==> config.mk <==
export PLATFORM = sky130hd
export DESIGN_NAME = nfbhc_top
export DESIGN_NICKNAME = d
export VERILOG_FILES = /design/src/hw/nfbhc_pkg.sv /design/src/hw/nfbhc_cycle.sv /design/src/hw/nfbhc_top.sv
export VERILOG_INCLUDE_DIRS = /design/src /design/src/hw
export SDC_FILE = /design/constraint.sdc
export NUM_CORES = 2
export LEC_CHECK = 0
export BUFFER_PORTS_ARGS = -buffer_cell sky130_fd_sc_hd__buf_4
export CELL_PAD_IN_SITES_DETAIL_PLACEMENT = 0
export CELL_PAD_IN_SITES_GLOBAL_PLACEMENT = 1
export CORE_MARGIN = 2
export CORE_UTILIZATION = 48
export CTS_CLUSTER_DIAMETER = 60
export DETAILED_ROUTE_END_ITERATION = 10
export PLACE_DENSITY_LB_ADDON = 0.1
export RECOVER_POWER = 50
export SYNTH_ARGS = -nofsm -noshare
export SYNTH_HDL_FRONTEND = slang
export SYNTH_SLANG_ARGS = --single-unit
==> constraint.sdc <==
create_clock -name SYS_CLK -period 3.8 [get_ports SYS_CLK]
set_input_delay 0.76 -clock SYS_CLK [delete_from_list [all_inputs] [get_ports SYS_CLK]]
set_output_delay 0.76 -clock SYS_CLK [all_outputs]
set_load 0.01 [all_outputs]
==> src/hw/nfbhc_defines.svh <==
// timing counts, command codes and limits of the nand host controller
`ifndef NFBHC_DEFINES_SVH
`define NFBHC_DEFINES_SVH

// clock rate of SYS_CLK
`define NFBHC_CLK_MHZ        100

// strobe timing in ns as printed
`define NFBHC_T_WP_NS        25
`define NFBHC_T_WH_NS        15
`define NFBHC_T_WHR_NS       60
`define NFBHC_T_REA_NS       30
`define NFBHC_T_REH_NS       15
`define NFBHC_T_WB_NS        100
`define NFBHC_T_CEH_NS       100

// least times round up to whole cycles
`define NFBHC_CYC_UP(ns)     (((ns) * `NFBHC_CLK_MHZ + 999) / 1000)
`define NFBHC_SYNC_CYC       2
`define NFBHC_WR_LOW_CYC     `NFBHC_CYC_UP(`NFBHC_T_WP_NS)
`define NFBHC_WR_HIGH_CYC    `NFBHC_CYC_UP(`NFBHC_T_WH_NS)
`define NFBHC_CMD_HIGH_CYC   `NFBHC_CYC_UP(`NFBHC_T_WHR_NS)
`define NFBHC_RD_LOW_CYC     (`NFBHC_CYC_UP(`NFBHC_T_REA_NS) + `NFBHC_SYNC_CYC)
`define NFBHC_RD_HIGH_CYC    `NFBHC_CYC_UP(`NFBHC_T_REH_NS)
`define NFBHC_WB_CYC         (`NFBHC_CYC_UP(`NFBHC_T_WB_NS) + `NFBHC_SYNC_CYC)
`define NFBHC_CEH_CYC        `NFBHC_CYC_UP(`NFBHC_T_CEH_NS)

// command bytes
`define NFBHC_CMD_READ_A     8'h00
`define NFBHC_CMD_READ_B     8'h01
`define NFBHC_CMD_READ_C     8'h50
`define NFBHC_CMD_PROG       8'h80
`define NFBHC_CMD_PROG_GO    8'h10
`define NFBHC_CMD_ERASE      8'h60
`define NFBHC_CMD_ERASE_GO   8'hD0
`define NFBHC_CMD_STATUS     8'h70

// array limits
`define NFBHC_BLOCKS         2048
`define NFBHC_MIN_VALID      2013
`define NFBHC_NOP_MAIN       2
`define NFBHC_NOP_SPARE      3
`define NFBHC_SPARE_COL      512
`define NFBHC_HALF_COL       256
`define NFBHC_FAIL_BIT       0

`endif

==> src/hw/nfbhc_pkg.sv <==
// types shared by the nand host controller modules
package nfbhc_pkg;

  typedef enum logic [2:0] {
    NFBHC_OP_READ   = 3'b000,
    NFBHC_OP_PROG   = 3'b001,
    NFBHC_OP_ERASE  = 3'b010,
    NFBHC_OP_MARK   = 3'b011,
    NFBHC_OP_STATUS = 3'b100
  } nfbhc_op_t;

  typedef enum logic [1:0] {
    NFBHC_KIND_CMD  = 2'b00,
    NFBHC_KIND_ADDR = 2'b01,
    NFBHC_KIND_WR   = 2'b10,
    NFBHC_KIND_RD   = 2'b11
  } nfbhc_kind_t;

  typedef enum logic [1:0] {
    NFBHC_PH_IDLE = 2'b00,
    NFBHC_PH_LOW  = 2'b01,
    NFBHC_PH_HIGH = 2'b10
  } nfbhc_phase_t;

  typedef enum logic [3:0] {
    NFBHC_S_IDLE   = 4'b0000,
    NFBHC_S_CHECK  = 4'b0001,
    NFBHC_S_PTR    = 4'b0010,
    NFBHC_S_CMD1   = 4'b0011,
    NFBHC_S_ADDR   = 4'b0100,
    NFBHC_S_WDATA  = 4'b0101,
    NFBHC_S_CMD2   = 4'b0110,
    NFBHC_S_WAITWB = 4'b0111,
    NFBHC_S_WAITRB = 4'b1000,
    NFBHC_S_RDATA  = 4'b1001,
    NFBHC_S_STCMD  = 4'b1010,
    NFBHC_S_STRD   = 4'b1011,
    NFBHC_S_FINISH = 4'b1100
  } nfbhc_state_t;

  typedef struct packed {
    nfbhc_op_t   op;
    logic [10:0] block;
    logic [4:0]  page;
    logic [9:0]  column;
    logic [9:0]  len;
  } nfbhc_req_t;

  typedef struct packed {
    logic       refused;
    logic       fail;
    logic [7:0] status;
  } nfbhc_resp_t;

endpackage

==> src/hw/nfbhc_cycle.sv <==
// one strobed bus cycle on the flash pins: command, address, data write or data read
`timescale 1ns/1ns
`include "nfbhc_defines.svh"

module nfbhc_cycle
  import nfbhc_pkg::*;
(
  input  wire logic        clk,
  input  wire logic        rst_n,
  input  wire logic        start,
  input  nfbhc_kind_t      kind,
  input  wire logic [7:0]  wbyte,
  input  wire logic [7:0]  io_sync,
  output logic             idle,
  output logic             done,
  output logic [7:0]       rbyte,
  output logic             cle,
  output logic             ale,
  output logic             we_n,
  output logic             read_strobe_n,
  output logic             io_oe,
  output logic [7:0]       io_out
);

  nfbhc_phase_t phase;
  nfbhc_kind_t  kind_q;
  logic [3:0]   cnt;

  // phase lengths; a command gets the long recovery so a status read may follow
  wire       is_rd    = (kind_q == NFBHC_KIND_RD);
  wire [3:0] low_len  = (kind == NFBHC_KIND_RD) ? 4'(`NFBHC_RD_LOW_CYC) : 4'(`NFBHC_WR_LOW_CYC);
  wire [3:0] high_len = is_rd ? 4'(`NFBHC_RD_HIGH_CYC) :
                        (kind_q == NFBHC_KIND_CMD) ? 4'(`NFBHC_CMD_HIGH_CYC) :
                        4'(`NFBHC_WR_HIGH_CYC);

  assign idle = (phase == NFBHC_PH_IDLE);
  assign done = (phase == NFBHC_PH_HIGH) && (cnt == 4'h0);

  // latch selects and data stay put through the high phase for hold time
  always_ff @(posedge clk or negedge rst_n) begin
    if (!rst_n) begin
      phase         <= NFBHC_PH_IDLE;
      kind_q        <= NFBHC_KIND_CMD;
      cnt           <= 4'h0;
      rbyte         <= 8'h00;
      cle           <= 1'b0;
      ale           <= 1'b0;
      we_n          <= 1'b1;
      read_strobe_n <= 1'b1;
      io_oe         <= 1'b0;
      io_out        <= 8'h00;
    end else begin
      case (phase)
        NFBHC_PH_IDLE: begin
          if (start) begin
            phase         <= NFBHC_PH_LOW;
            kind_q        <= kind;
            cnt           <= low_len - 4'h1;
            io_out        <= wbyte;
            cle           <= (kind == NFBHC_KIND_CMD);
            ale           <= (kind == NFBHC_KIND_ADDR);
            io_oe         <= (kind != NFBHC_KIND_RD);
            we_n          <= (kind == NFBHC_KIND_RD);
            read_strobe_n <= (kind != NFBHC_KIND_RD);
          end
        end
        NFBHC_PH_LOW: begin
          if (cnt == 4'h0) begin
            phase         <= NFBHC_PH_HIGH;
            cnt           <= high_len - 4'h1;
            we_n          <= 1'b1;
            read_strobe_n <= 1'b1;
            if (is_rd) begin
              rbyte <= io_sync;   // pin seen through the synchroniser delay
            end
          end else begin
            cnt <= cnt - 4'h1;
          end
        end
        NFBHC_PH_HIGH: begin
          if (cnt == 4'h0) begin
            phase <= NFBHC_PH_IDLE;
            cle   <= 1'b0;
            ale   <= 1'b0;
            io_oe <= 1'b0;
          end else begin
            cnt <= cnt - 4'h1;
          end
        end
        default: begin
          phase <= NFBHC_PH_IDLE;
        end
      endcase
    end
  end

endmodule // nfbhc_cycle

==> src/hw/nfbhc_top.sv <==
// nand flash host sequencer with bad-block table and partial-program tracking
// What this block does
// block zero is never retired or marked
// refuse program or erase to bad blocks
// count valid blocks, flag below 2013
// retire blocks failing program or erase status
// at most 2 main partial programs per page; only the most recently programmed page is tracked
// at most 3 spare partial programs per page; only the most recently programmed page is tracked
// chip select held low through busy read
// write protect low except program or erase
// words latched on write strobe rising edge
// latch selects mark command or address cycles
// erase two row cycles, others a column cycle and two row cycles
// never send surplus address cycles
`timescale 1ns/1ns
`include "nfbhc_defines.svh"

module nfbhc_top
  import nfbhc_pkg::*;
#(
  parameter int NBLK = `NFBHC_BLOCKS
)
(
  input  wire logic        SYS_CLK,
  input  wire logic        RST_N,
  input  wire logic        REQ_VALID,
  output logic             REQ_READY,
  input  nfbhc_req_t       REQ,
  input  wire logic        WR_VALID,
  output logic             WR_READY,
  input  wire logic [7:0]  WR_DATA,
  output logic             RD_VALID,
  output logic [7:0]       RD_DATA,
  output logic             RESP_VALID,
  output nfbhc_resp_t      RESP,
  output logic [11:0]      VALID_BLOCK_COUNT,
  output logic             VALID_BELOW_MIN,
  output logic             CE_N,
  output logic             CLE,
  output logic             ALE,
  output logic             WE_N,
  output logic             READ_STROBE_N,
  output logic             WP_N,
  output logic [7:0]       IO_OUT,
  output logic             IO_OE,
  input  wire logic [7:0]  IO_IN,
  input  wire logic        RB_N
);

  nfbhc_state_t state;
  nfbhc_req_t   req;
  logic [9:0]   idx;
  logic [3:0]   wait_cnt;
  logic [7:0]   io_s1, io_s2;
  logic         rb_s1, rb_s2;
  logic [NBLK-1:0] bad;
  logic         trk_valid;
  logic [10:0]  trk_block;
  logic [4:0]   trk_page;
  logic [1:0]   trk_main, trk_spare;
  logic         eng_idle, eng_done;
  logic [7:0]   eng_rbyte;

  // pin inputs pass two flops before anything looks at them
  always_ff @(posedge SYS_CLK or negedge RST_N) begin
    if (!RST_N) begin
      io_s1 <= 8'h00;
      io_s2 <= 8'h00;
      rb_s1 <= 1'b0;
      rb_s2 <= 1'b0;
    end else begin
      io_s1 <= IO_IN;
      io_s2 <= io_s1;
      rb_s1 <= RB_N;
      rb_s2 <= rb_s1;
    end
  end

  // request decode
  wire is_prog   = (req.op == NFBHC_OP_PROG);
  wire is_erase  = (req.op == NFBHC_OP_ERASE);
  wire is_read   = (req.op == NFBHC_OP_READ);
  wire is_spare  = (req.column >= 10'(`NFBHC_SPARE_COL));
  wire [15:0] row = {req.block, req.page};
  wire [9:0]  nadr = is_erase ? 10'h002 : 10'h003;
  wire        last_adr = (idx == nadr - 10'h001);
  wire        last_dat = (idx == req.len - 10'h001) || (req.len == 10'h000);
  wire        blk_bad  = bad[req.block];
  wire        same_pg  = trk_valid && (trk_block == req.block) && (trk_page == req.page);
  wire        nop_full = same_pg && (is_spare ? (trk_spare >= 2'(`NFBHC_NOP_SPARE))
                                              : (trk_main >= 2'(`NFBHC_NOP_MAIN)));
  wire        refuse   = (is_prog || is_erase) && (blk_bad || (is_prog && nop_full));
  wire        st_fail  = eng_rbyte[`NFBHC_FAIL_BIT];

  // byte chosen for each address cycle; erase starts at the row
  wire [7:0] adr_byte = is_erase ? ((idx == 10'h000) ? row[7:0] : row[15:8]) :
                        (idx == 10'h000) ? req.column[7:0] :
                        (idx == 10'h001) ? row[7:0] : row[15:8];
  // pointer command selects first half, second half or spare area
  wire [7:0] ptr_cmd  = is_spare ? `NFBHC_CMD_READ_C :
                        (req.column >= 10'(`NFBHC_HALF_COL)) ? `NFBHC_CMD_READ_B :
                        `NFBHC_CMD_READ_A;

  // what the engine is asked to do in each state
  wire cyc_state = (state == NFBHC_S_PTR) || (state == NFBHC_S_CMD1) ||
                   (state == NFBHC_S_ADDR) || (state == NFBHC_S_CMD2) ||
                   (state == NFBHC_S_RDATA) || (state == NFBHC_S_STCMD) ||
                   (state == NFBHC_S_STRD) || (state == NFBHC_S_WDATA);
  wire eng_start = cyc_state && eng_idle && ((state != NFBHC_S_WDATA) || WR_VALID);
  nfbhc_kind_t eng_kind;
  assign eng_kind = (state == NFBHC_S_ADDR) ? NFBHC_KIND_ADDR :
                    (state == NFBHC_S_WDATA) ? NFBHC_KIND_WR :
                    ((state == NFBHC_S_RDATA) || (state == NFBHC_S_STRD)) ? NFBHC_KIND_RD :
                    NFBHC_KIND_CMD;
  wire [7:0] eng_byte = (state == NFBHC_S_PTR) ? ptr_cmd :
                        (state == NFBHC_S_CMD1) ? (is_erase ? `NFBHC_CMD_ERASE : `NFBHC_CMD_PROG) :
                        (state == NFBHC_S_CMD2) ? (is_erase ? `NFBHC_CMD_ERASE_GO
                                                            : `NFBHC_CMD_PROG_GO) :
                        (state == NFBHC_S_STCMD) ? `NFBHC_CMD_STATUS :
                        (state == NFBHC_S_ADDR) ? adr_byte : WR_DATA;

  // handshakes and pin-level controls
  assign REQ_READY = (state == NFBHC_S_IDLE);
  assign WR_READY  = (state == NFBHC_S_WDATA) && eng_idle;
  // chip select stays low from first cycle to last, busy included: safe on every variant
  assign CE_N      = (state == NFBHC_S_IDLE) || (state == NFBHC_S_CHECK) ||
                     (state == NFBHC_S_FINISH);
  // protection lifts only while a program or erase is in flight
  assign WP_N      = !CE_N && (is_prog || is_erase);

  // bad-block marking: scan result from software, or a failed status
  wire mark_scan = (state == NFBHC_S_CHECK) && (req.op == NFBHC_OP_MARK);
  wire mark_fail = (state == NFBHC_S_STRD) && eng_done && (is_prog || is_erase) && st_fail;
  wire mark_en   = (mark_scan || mark_fail) && (req.block != 11'h000);
  wire mark_new  = mark_en && !bad[req.block];

  genvar gi;
  generate
    for (gi = 0; gi < NBLK; gi++) begin : g_bad
      always_ff @(posedge SYS_CLK or negedge RST_N) begin
        if (!RST_N) begin
          bad[gi] <= 1'b0;
        end else if (mark_en && (req.block == 11'(gi))) begin
          bad[gi] <= 1'b1;
        end
      end
    end
  endgenerate

  // valid block tally and its guaranteed floor
  always_ff @(posedge SYS_CLK or negedge RST_N) begin
    if (!RST_N) begin
      VALID_BLOCK_COUNT <= 12'(NBLK);
    end else if (mark_new) begin
      VALID_BLOCK_COUNT <= VALID_BLOCK_COUNT - 12'h001;
    end
  end
  assign VALID_BELOW_MIN = (VALID_BLOCK_COUNT < 12'(`NFBHC_MIN_VALID));

  // partial-program counts of the most recently programmed page only;
  // a page left and revisited before erase is not remembered
  wire prog_go = (state == NFBHC_S_CHECK) && is_prog && !refuse;
  wire erase_trk = (state == NFBHC_S_CHECK) && is_erase && !refuse && (req.block == trk_block);
  always_ff @(posedge SYS_CLK or negedge RST_N) begin
    if (!RST_N) begin
      trk_valid <= 1'b0;
      trk_block <= 11'h000;
      trk_page  <= 5'h00;
      trk_main  <= 2'h0;
      trk_spare <= 2'h0;
    end else if (prog_go) begin
      trk_valid <= 1'b1;
      trk_block <= req.block;
      trk_page  <= req.page;
      trk_main  <= (same_pg ? trk_main : 2'h0) + {1'b0, !is_spare};
      trk_spare <= (same_pg ? trk_spare : 2'h0) + {1'b0, is_spare};
    end else if (erase_trk) begin
      trk_valid <= 1'b0;
    end
  end

  // sequencer
  always_ff @(posedge SYS_CLK or negedge RST_N) begin
    if (!RST_N) begin
      state      <= NFBHC_S_IDLE;
      req        <= '0;
      idx        <= 10'h000;
      wait_cnt   <= 4'h0;
      RD_VALID   <= 1'b0;
      RD_DATA    <= 8'h00;
      RESP_VALID <= 1'b0;
      RESP       <= '0;
    end else begin
      RD_VALID   <= 1'b0;
      RESP_VALID <= 1'b0;
      case (state)
        NFBHC_S_IDLE: begin
          idx <= 10'h000;
          wait_cnt <= 4'h0;
          if (REQ_VALID) begin
            req   <= REQ;
            state <= NFBHC_S_CHECK;
          end
        end
        NFBHC_S_CHECK: begin
          RESP <= '0;
          if (refuse) begin
            RESP.refused <= 1'b1;
            state        <= NFBHC_S_FINISH;
          end else begin
            case (req.op)
              NFBHC_OP_MARK:   state <= NFBHC_S_FINISH;
              NFBHC_OP_STATUS: state <= NFBHC_S_STCMD;
              NFBHC_OP_ERASE:  state <= NFBHC_S_CMD1;
              default:         state <= NFBHC_S_PTR;
            endcase
          end
        end
        NFBHC_S_PTR: if (eng_done) state <= is_read ? NFBHC_S_ADDR : NFBHC_S_CMD1;
        NFBHC_S_CMD1: if (eng_done) state <= NFBHC_S_ADDR;
        NFBHC_S_ADDR: begin
          if (eng_done) begin
            idx <= last_adr ? 10'h000 : idx + 10'h001;
            if (last_adr) begin
              state <= is_erase ? NFBHC_S_CMD2 :
                       is_prog  ? ((req.len == 10'h000) ? NFBHC_S_CMD2 : NFBHC_S_WDATA) :
                       NFBHC_S_WAITWB;
            end
          end
        end
        NFBHC_S_WDATA: begin
          if (eng_done) begin
            idx <= idx + 10'h001;
            if (last_dat) state <= NFBHC_S_CMD2;
          end
        end
        NFBHC_S_CMD2: begin
          if (eng_done) begin
            state    <= NFBHC_S_WAITWB;
            wait_cnt <= 4'h0;
          end
        end
        NFBHC_S_WAITWB: begin
          // busy only shows after the strobe-to-busy delay plus sync flops
          wait_cnt <= wait_cnt + 4'h1;
          if (wait_cnt == 4'(`NFBHC_WB_CYC)) state <= NFBHC_S_WAITRB;
        end
        NFBHC_S_WAITRB: begin
          idx <= 10'h000;
          if (rb_s2) begin
            state <= is_read ? ((req.len == 10'h000) ? NFBHC_S_FINISH : NFBHC_S_RDATA)
                             : NFBHC_S_STCMD;
          end
        end
        NFBHC_S_RDATA: begin
          if (eng_done) begin
            RD_VALID <= 1'b1;
            RD_DATA  <= eng_rbyte;
            idx      <= last_dat ? 10'h000 : idx + 10'h001;
            if (last_dat) state <= NFBHC_S_FINISH;
          end
        end
        NFBHC_S_STCMD: if (eng_done) state <= NFBHC_S_STRD;
        NFBHC_S_STRD: begin
          if (eng_done) begin
            RESP.status <= eng_rbyte;
            RESP.fail   <= (is_prog || is_erase) && st_fail;
            state       <= NFBHC_S_FINISH;
          end
        end
        NFBHC_S_FINISH: begin
          // chip select high long enough to end any sequential read
          wait_cnt <= (idx == 10'h000) ? 4'h0 : wait_cnt + 4'h1;
          idx      <= 10'h001;
          if ((idx != 10'h000) && (wait_cnt == 4'(`NFBHC_CEH_CYC))) begin
            RESP_VALID <= 1'b1;
            state      <= NFBHC_S_IDLE;
          end
        end
        default: state <= NFBHC_S_IDLE;
      endcase
    end
  end

  nfbhc_cycle u_cycle (
    .clk           (SYS_CLK),
    .rst_n         (RST_N),
    .start         (eng_start),
    .kind          (eng_kind),
    .wbyte         (eng_byte),
    .io_sync       (io_s2),
    .idle          (eng_idle),
    .done          (eng_done),
    .rbyte         (eng_rbyte),
    .cle           (CLE),
    .ale           (ALE),
    .we_n          (WE_N),
    .read_strobe_n (READ_STROBE_N),
    .io_oe         (IO_OE),
    .io_out        (IO_OUT)
  );

endmodule // nfbhc_top

==> results by group <==
Place
  – Detailed placement HPWL: between 200 and 250 mm
  – Port buffer count: 109
  – Placed cell area: approximately 100,000 um2
  – Weighted congestion reported at the end of routability-driven placement: between 0.9 and 1
  – Post-placement cell count: a little under 10,000

Clock network
  – Deepest level of the CTS H-tree: 4
  – Buffer depth of the longest clock path: 3
  – Clock Sink Count: 2,205
  – CTS root buffer: clkbuf_16
  – Clock-pin slew on the worst setup and hold paths: 0.06 ns
  – Num CTS Buffers: approximately 230
  – Clock tree from TritonCTS: yes
  – Clk_lat worst skew: ~0.9 ns

Synthesis
  – Register bit count reported by yosys: between 2,000 and 2,500
  – Post-synth cell types: between 70 and 80
  – Synthesized Nets: 6,914
  – Post-synthesis sequential area ratio: 59.1%
  – Post-synthesis xor/xnor area fraction: less than 1%
  – Post-Synthesis Cells: a little under 7,000
  – Synthesized-area fraction occupied by and/or/nand/nor cells: approximately 3.5%
  – Main combinational cell family by area after synthesis: compound AO/OA/AOI/OAI gates
  – Arithmetic-cell share of the synthesized area counting full adders, half adders and majority gates: less than 1%
  – Fraction of the mapped netlist area in compound gates: about a fifth
  – Synth Cell Area: a little over 90,000 um2
  – Async SR Flop Fraction: 100%
  – Largest area contributor in the synthesized netlist: dfrtp_1
  – Post-synth EDFFs: 0
  – Proportion of synthesized area in mux cells: 14.5%
  – Primary FF master, synth: dfrtp_1
  – Post-Syn Area per Cell: approximately 14 um2
  – Yosys synthesis warning count: 0
  – Area contributors post-synth: dfrtp_1, a21o_1, mux4_2, mux2i_1, o21bai_1
  – Area share of the leading cell type in the synthesized netlist: around 59%

Final layout
  – Fraction of layout instances using a drive strength above 1: between 20% and 30%
  – Number of cells in the finished layout apart from fillers: 10,359
  – Final Net Count: a little under 8,000
  – Final Core Density: 58.6%
  – Area growth from synthesis to layout: 21.0%
  – Post-layout instance area: around 110,000 um2
  – Filler instances: approximately 15,000

STA
  – Slew @ Worst Pin: 2.21 ns
  – Largest clock skew in the final design: approximately 0.054 ns
  – Final critical path time including I/O delays and setup: 4.59 ns
  – Max-Slew Margin vs Limit: -47.1%
  – Maximum frequency from static timing analysis: 218 MHz
  – Final critical-path setup slack: -0.787 ns
  – Unrepaired setup endpoints after global routing: yes
  – Number of endpoints with negative hold slack in the final report: 0
  – Part of the cycle the worst path needs: 121%
  – Worst Hold Slack: about 0.10 ns
  – Setup-failing EPs final: 72
  – Pins over their slew limit: 56

Route
  – Drt initial violations: between 6,000 and 7,000
  – Average wire per standard cell: 29.1 um
  – Number of detailed-routing iterations run before antenna repair: 7
  – Via count of the routed design: 64,313
  – DRC violation count after routing: 0
  – Vias per cell: about 6.2
  – Remaining number of nets flagged by the antenna check after routing: 0
  – Aggregate routed wire length: approximately 300 mm

Run
  – Max-capacitance violation count: 1

Setup path
  – Category of the most critical setup path: flip-flop to flip-flop
  – Slowest-stage cell, CP: or4_4
  – Crit-path cells: buf_12 > buf_6 > buf_12 > mux4_2 > mux4_2 > mux2_4 > nand4_1 > nand3_2 > a31o_1 > or4_4 > a2111o_1 > buf_12 > mux2_4
  – Crit path launch type: flip-flop
  – Cell repeated most along the worst path: buf_12
  – Crit path capture type: flip-flop
  – Number of buffer and inverter stages on the critical path: 4
  – Required @ worst endpoint: between 4 and 5 ns
  – Highest fanout seen on the critical path: 22
  – WP data arrival: around 5.3 ns
  – Cell type group with the largest total delay on the critical path: multiplexers
  – Biggest cell delay along the critical path: 0.59 ns

Power and ir drop
  – P_sw: about 0.022 W
  – Part of the power in the clock network: between 30% and 40%
  – Internal power component: 0.0451 W
  – Power per cell area: around 600 nW/um2
  – Share of total power consumed by net switching: 32.9%
  – Sequential group share of total power: between 30 and 40%
  – Max IR drop VDD: approximately 0.46 mV
  – Total Power: between 0.06 and 0.07 W
  – Leak Pwr: 66.6 nW
  – Logic pwr share: ~29%

Hold path
  – Kind of path behind the tightest hold check: primary input to flip-flop

Floorplanning
  – Die extent in y: 445 um
  – Starting utilization of the core area: between 40 and 50%
  – Overall die width: about 450 um
  – Core footprint: roughly 190,000 um2
  – Die Outline Area: 198,000 um2
  – Number of primary I/O pins: 110
  – Standard-cell rows: approximately 160

GRT
  – Largest net degree at the start of global routing: 150
  – Remaining Overflow, GRT: 0
  – Via count of the first global-routing pass: ~66,000
  – Wire length of the first global-routing pass: around 450 mm
  – Global router's overall resource usage: just over 30%
  – Antenna violations before repair: 6

Status
  – Violations in the final reports: max-capacitance violations, max-slew violations, negative setup slack
  – Outcome: finished with violations
-- per-stage QoR --
stage | setup TNS (ns) | setup WS (ns)
after floorplan | 0 | 0.00153
after global placement | -43.35 | -1.23
after detailed placement | -39.35 | -1.11
after CTS | -21.68 | -0.696
after global routing | -58.21 | -0.810
final | -25.35 | -0.787
-- layer usage --
metal	GRT usage (%)	up-vias	share of wire (%)
met5	0	-	0.0096
met4	8.46	4	2.7
met3	5.59	481	6.8
met2	47.1	2205	46
met1	45.5	34677	45
li1	-	26946	-
-- final timing paths --
path	to	from	cells after the start	slack, ns
setup / recovery	trk_page[4]	req[25]	13	-0.79
hold / removal	req[38]	REQ[38]	2	0.10
hold reg to reg	io_s2[3]	io_s1[3]	0	0.35
min in group asynchronous	bad[941]	RST_N	2	1.05
max in group asynchronous	bad[1486]	RST_N	4	-0.02
setup reg to reg	trk_page[4]	req[25]	13	-0.79
-- worst reg2reg max path, stage by stage (launching register included) --
cell and delay [ns]:
dfrtp_4 0.51, buf_12 0.20, buf_6 0.16, buf_12 0.13, mux4_2 0.51, mux4_2 0.52, mux2_4 0.33, nand4_1 0.18
nand3_2 0.15, a31o_1 0.24, or4_4 0.59, a2111o_1 0.45, buf_12 0.18, mux2_4 0.30
-- kinds of logic after synthesis --
| logic type | after synthesis |
|---|---|
| AND/OR/NAND/NOR | 738 |
| flip-flops | 2205 |
| AO/OA/AOI/OAI | 2526 |
| buffers and inverters | 530 |
| multiplexers | 778 |
| XOR/XNOR | 41 |
| adder cells (fa/ha/maj) | 18 |
-- timing repair --
action | CTS | global route
gates resized for setup | 116 | 53
hold endpoints to repair | 37 | 0
setup buffers | 38 | 16
pin swaps | 19 | 14
setup endpoints to repair | 38 | 38
hold buffers | 10 | 0
gates cloned | 5 | 0
-- cell usage after synthesis, types with 27 or more instances --
cell type,number
a22oi_1,142
nand2_1,187
mux4_2,449
buf_1,44
a21oi_1,90
xnor2_1,29
inv_1,27
mux2i_1,254
buf_2,89
o21bai_1,275
nand3_1,61
mux2_2,68
dfrtp_1,2202
nor2_1,324
o22ai_1,51
a21o_1,1768
nor3_1,39
clkbuf_1,338
o21ai_0,82
-- cells in the final DEF (no fill, tap or decap), drive strengths merged, types with 75 or more instances in the layout --
master,synthesis,routed
clkbuf,338,398
nor2,324,324
mux2i,254,254
mux2,75,75
a21oi,90,90
a21o,1768,1768
buf,161,1011
dfrtp,2202,2202
o21bai,275,275
a22oi,142,142
nand2,187,187
mux4,449,449
o21ai,82,82
-- flip-flops by register name, summed over array words and instances, names as in the netlist, 5 cells and up --
register / count
bad: 2048
req: 39
VALID_BLOCK_COUNT: 12
trk_block: 11
RESP: 10
idx: 10
RD_DATA: 8
io_s1: 8
io_s2: 8
u_cycle.io_out: 8
u_cycle.rbyte: 8
trk_page: 5
-- power by group through the flow --
stage	Sequential, W	Combinational [W]	Clock [W]
3_5_place_dp	0.0247	0.0179	0
4_1_cts	0.0243	0.0189	0.0238
5_1_grt	0.0244	0.0201	0.0248
3_3_place_gp	0.0247	0.0178	0
2_1_floorplan	0.0245	0.00882	0
6_report	0.0243	0.0194	0.0234
-- layout make-up --
class                   count  area, um2  share of cell area, %
multi-input cells        4101      36700                   32.4
diodes                      4       10.0                0.00885
well taps                2526       3160                   2.80
clock buffers             356       6930                   6.13
clock inverters            70        982                  0.869
flip-flops and latches   2205      55200                   48.8
repair buffers           1066       9990                   8.83
inverters                  31        125                  0.111
(Power assumes the default switching activity.)
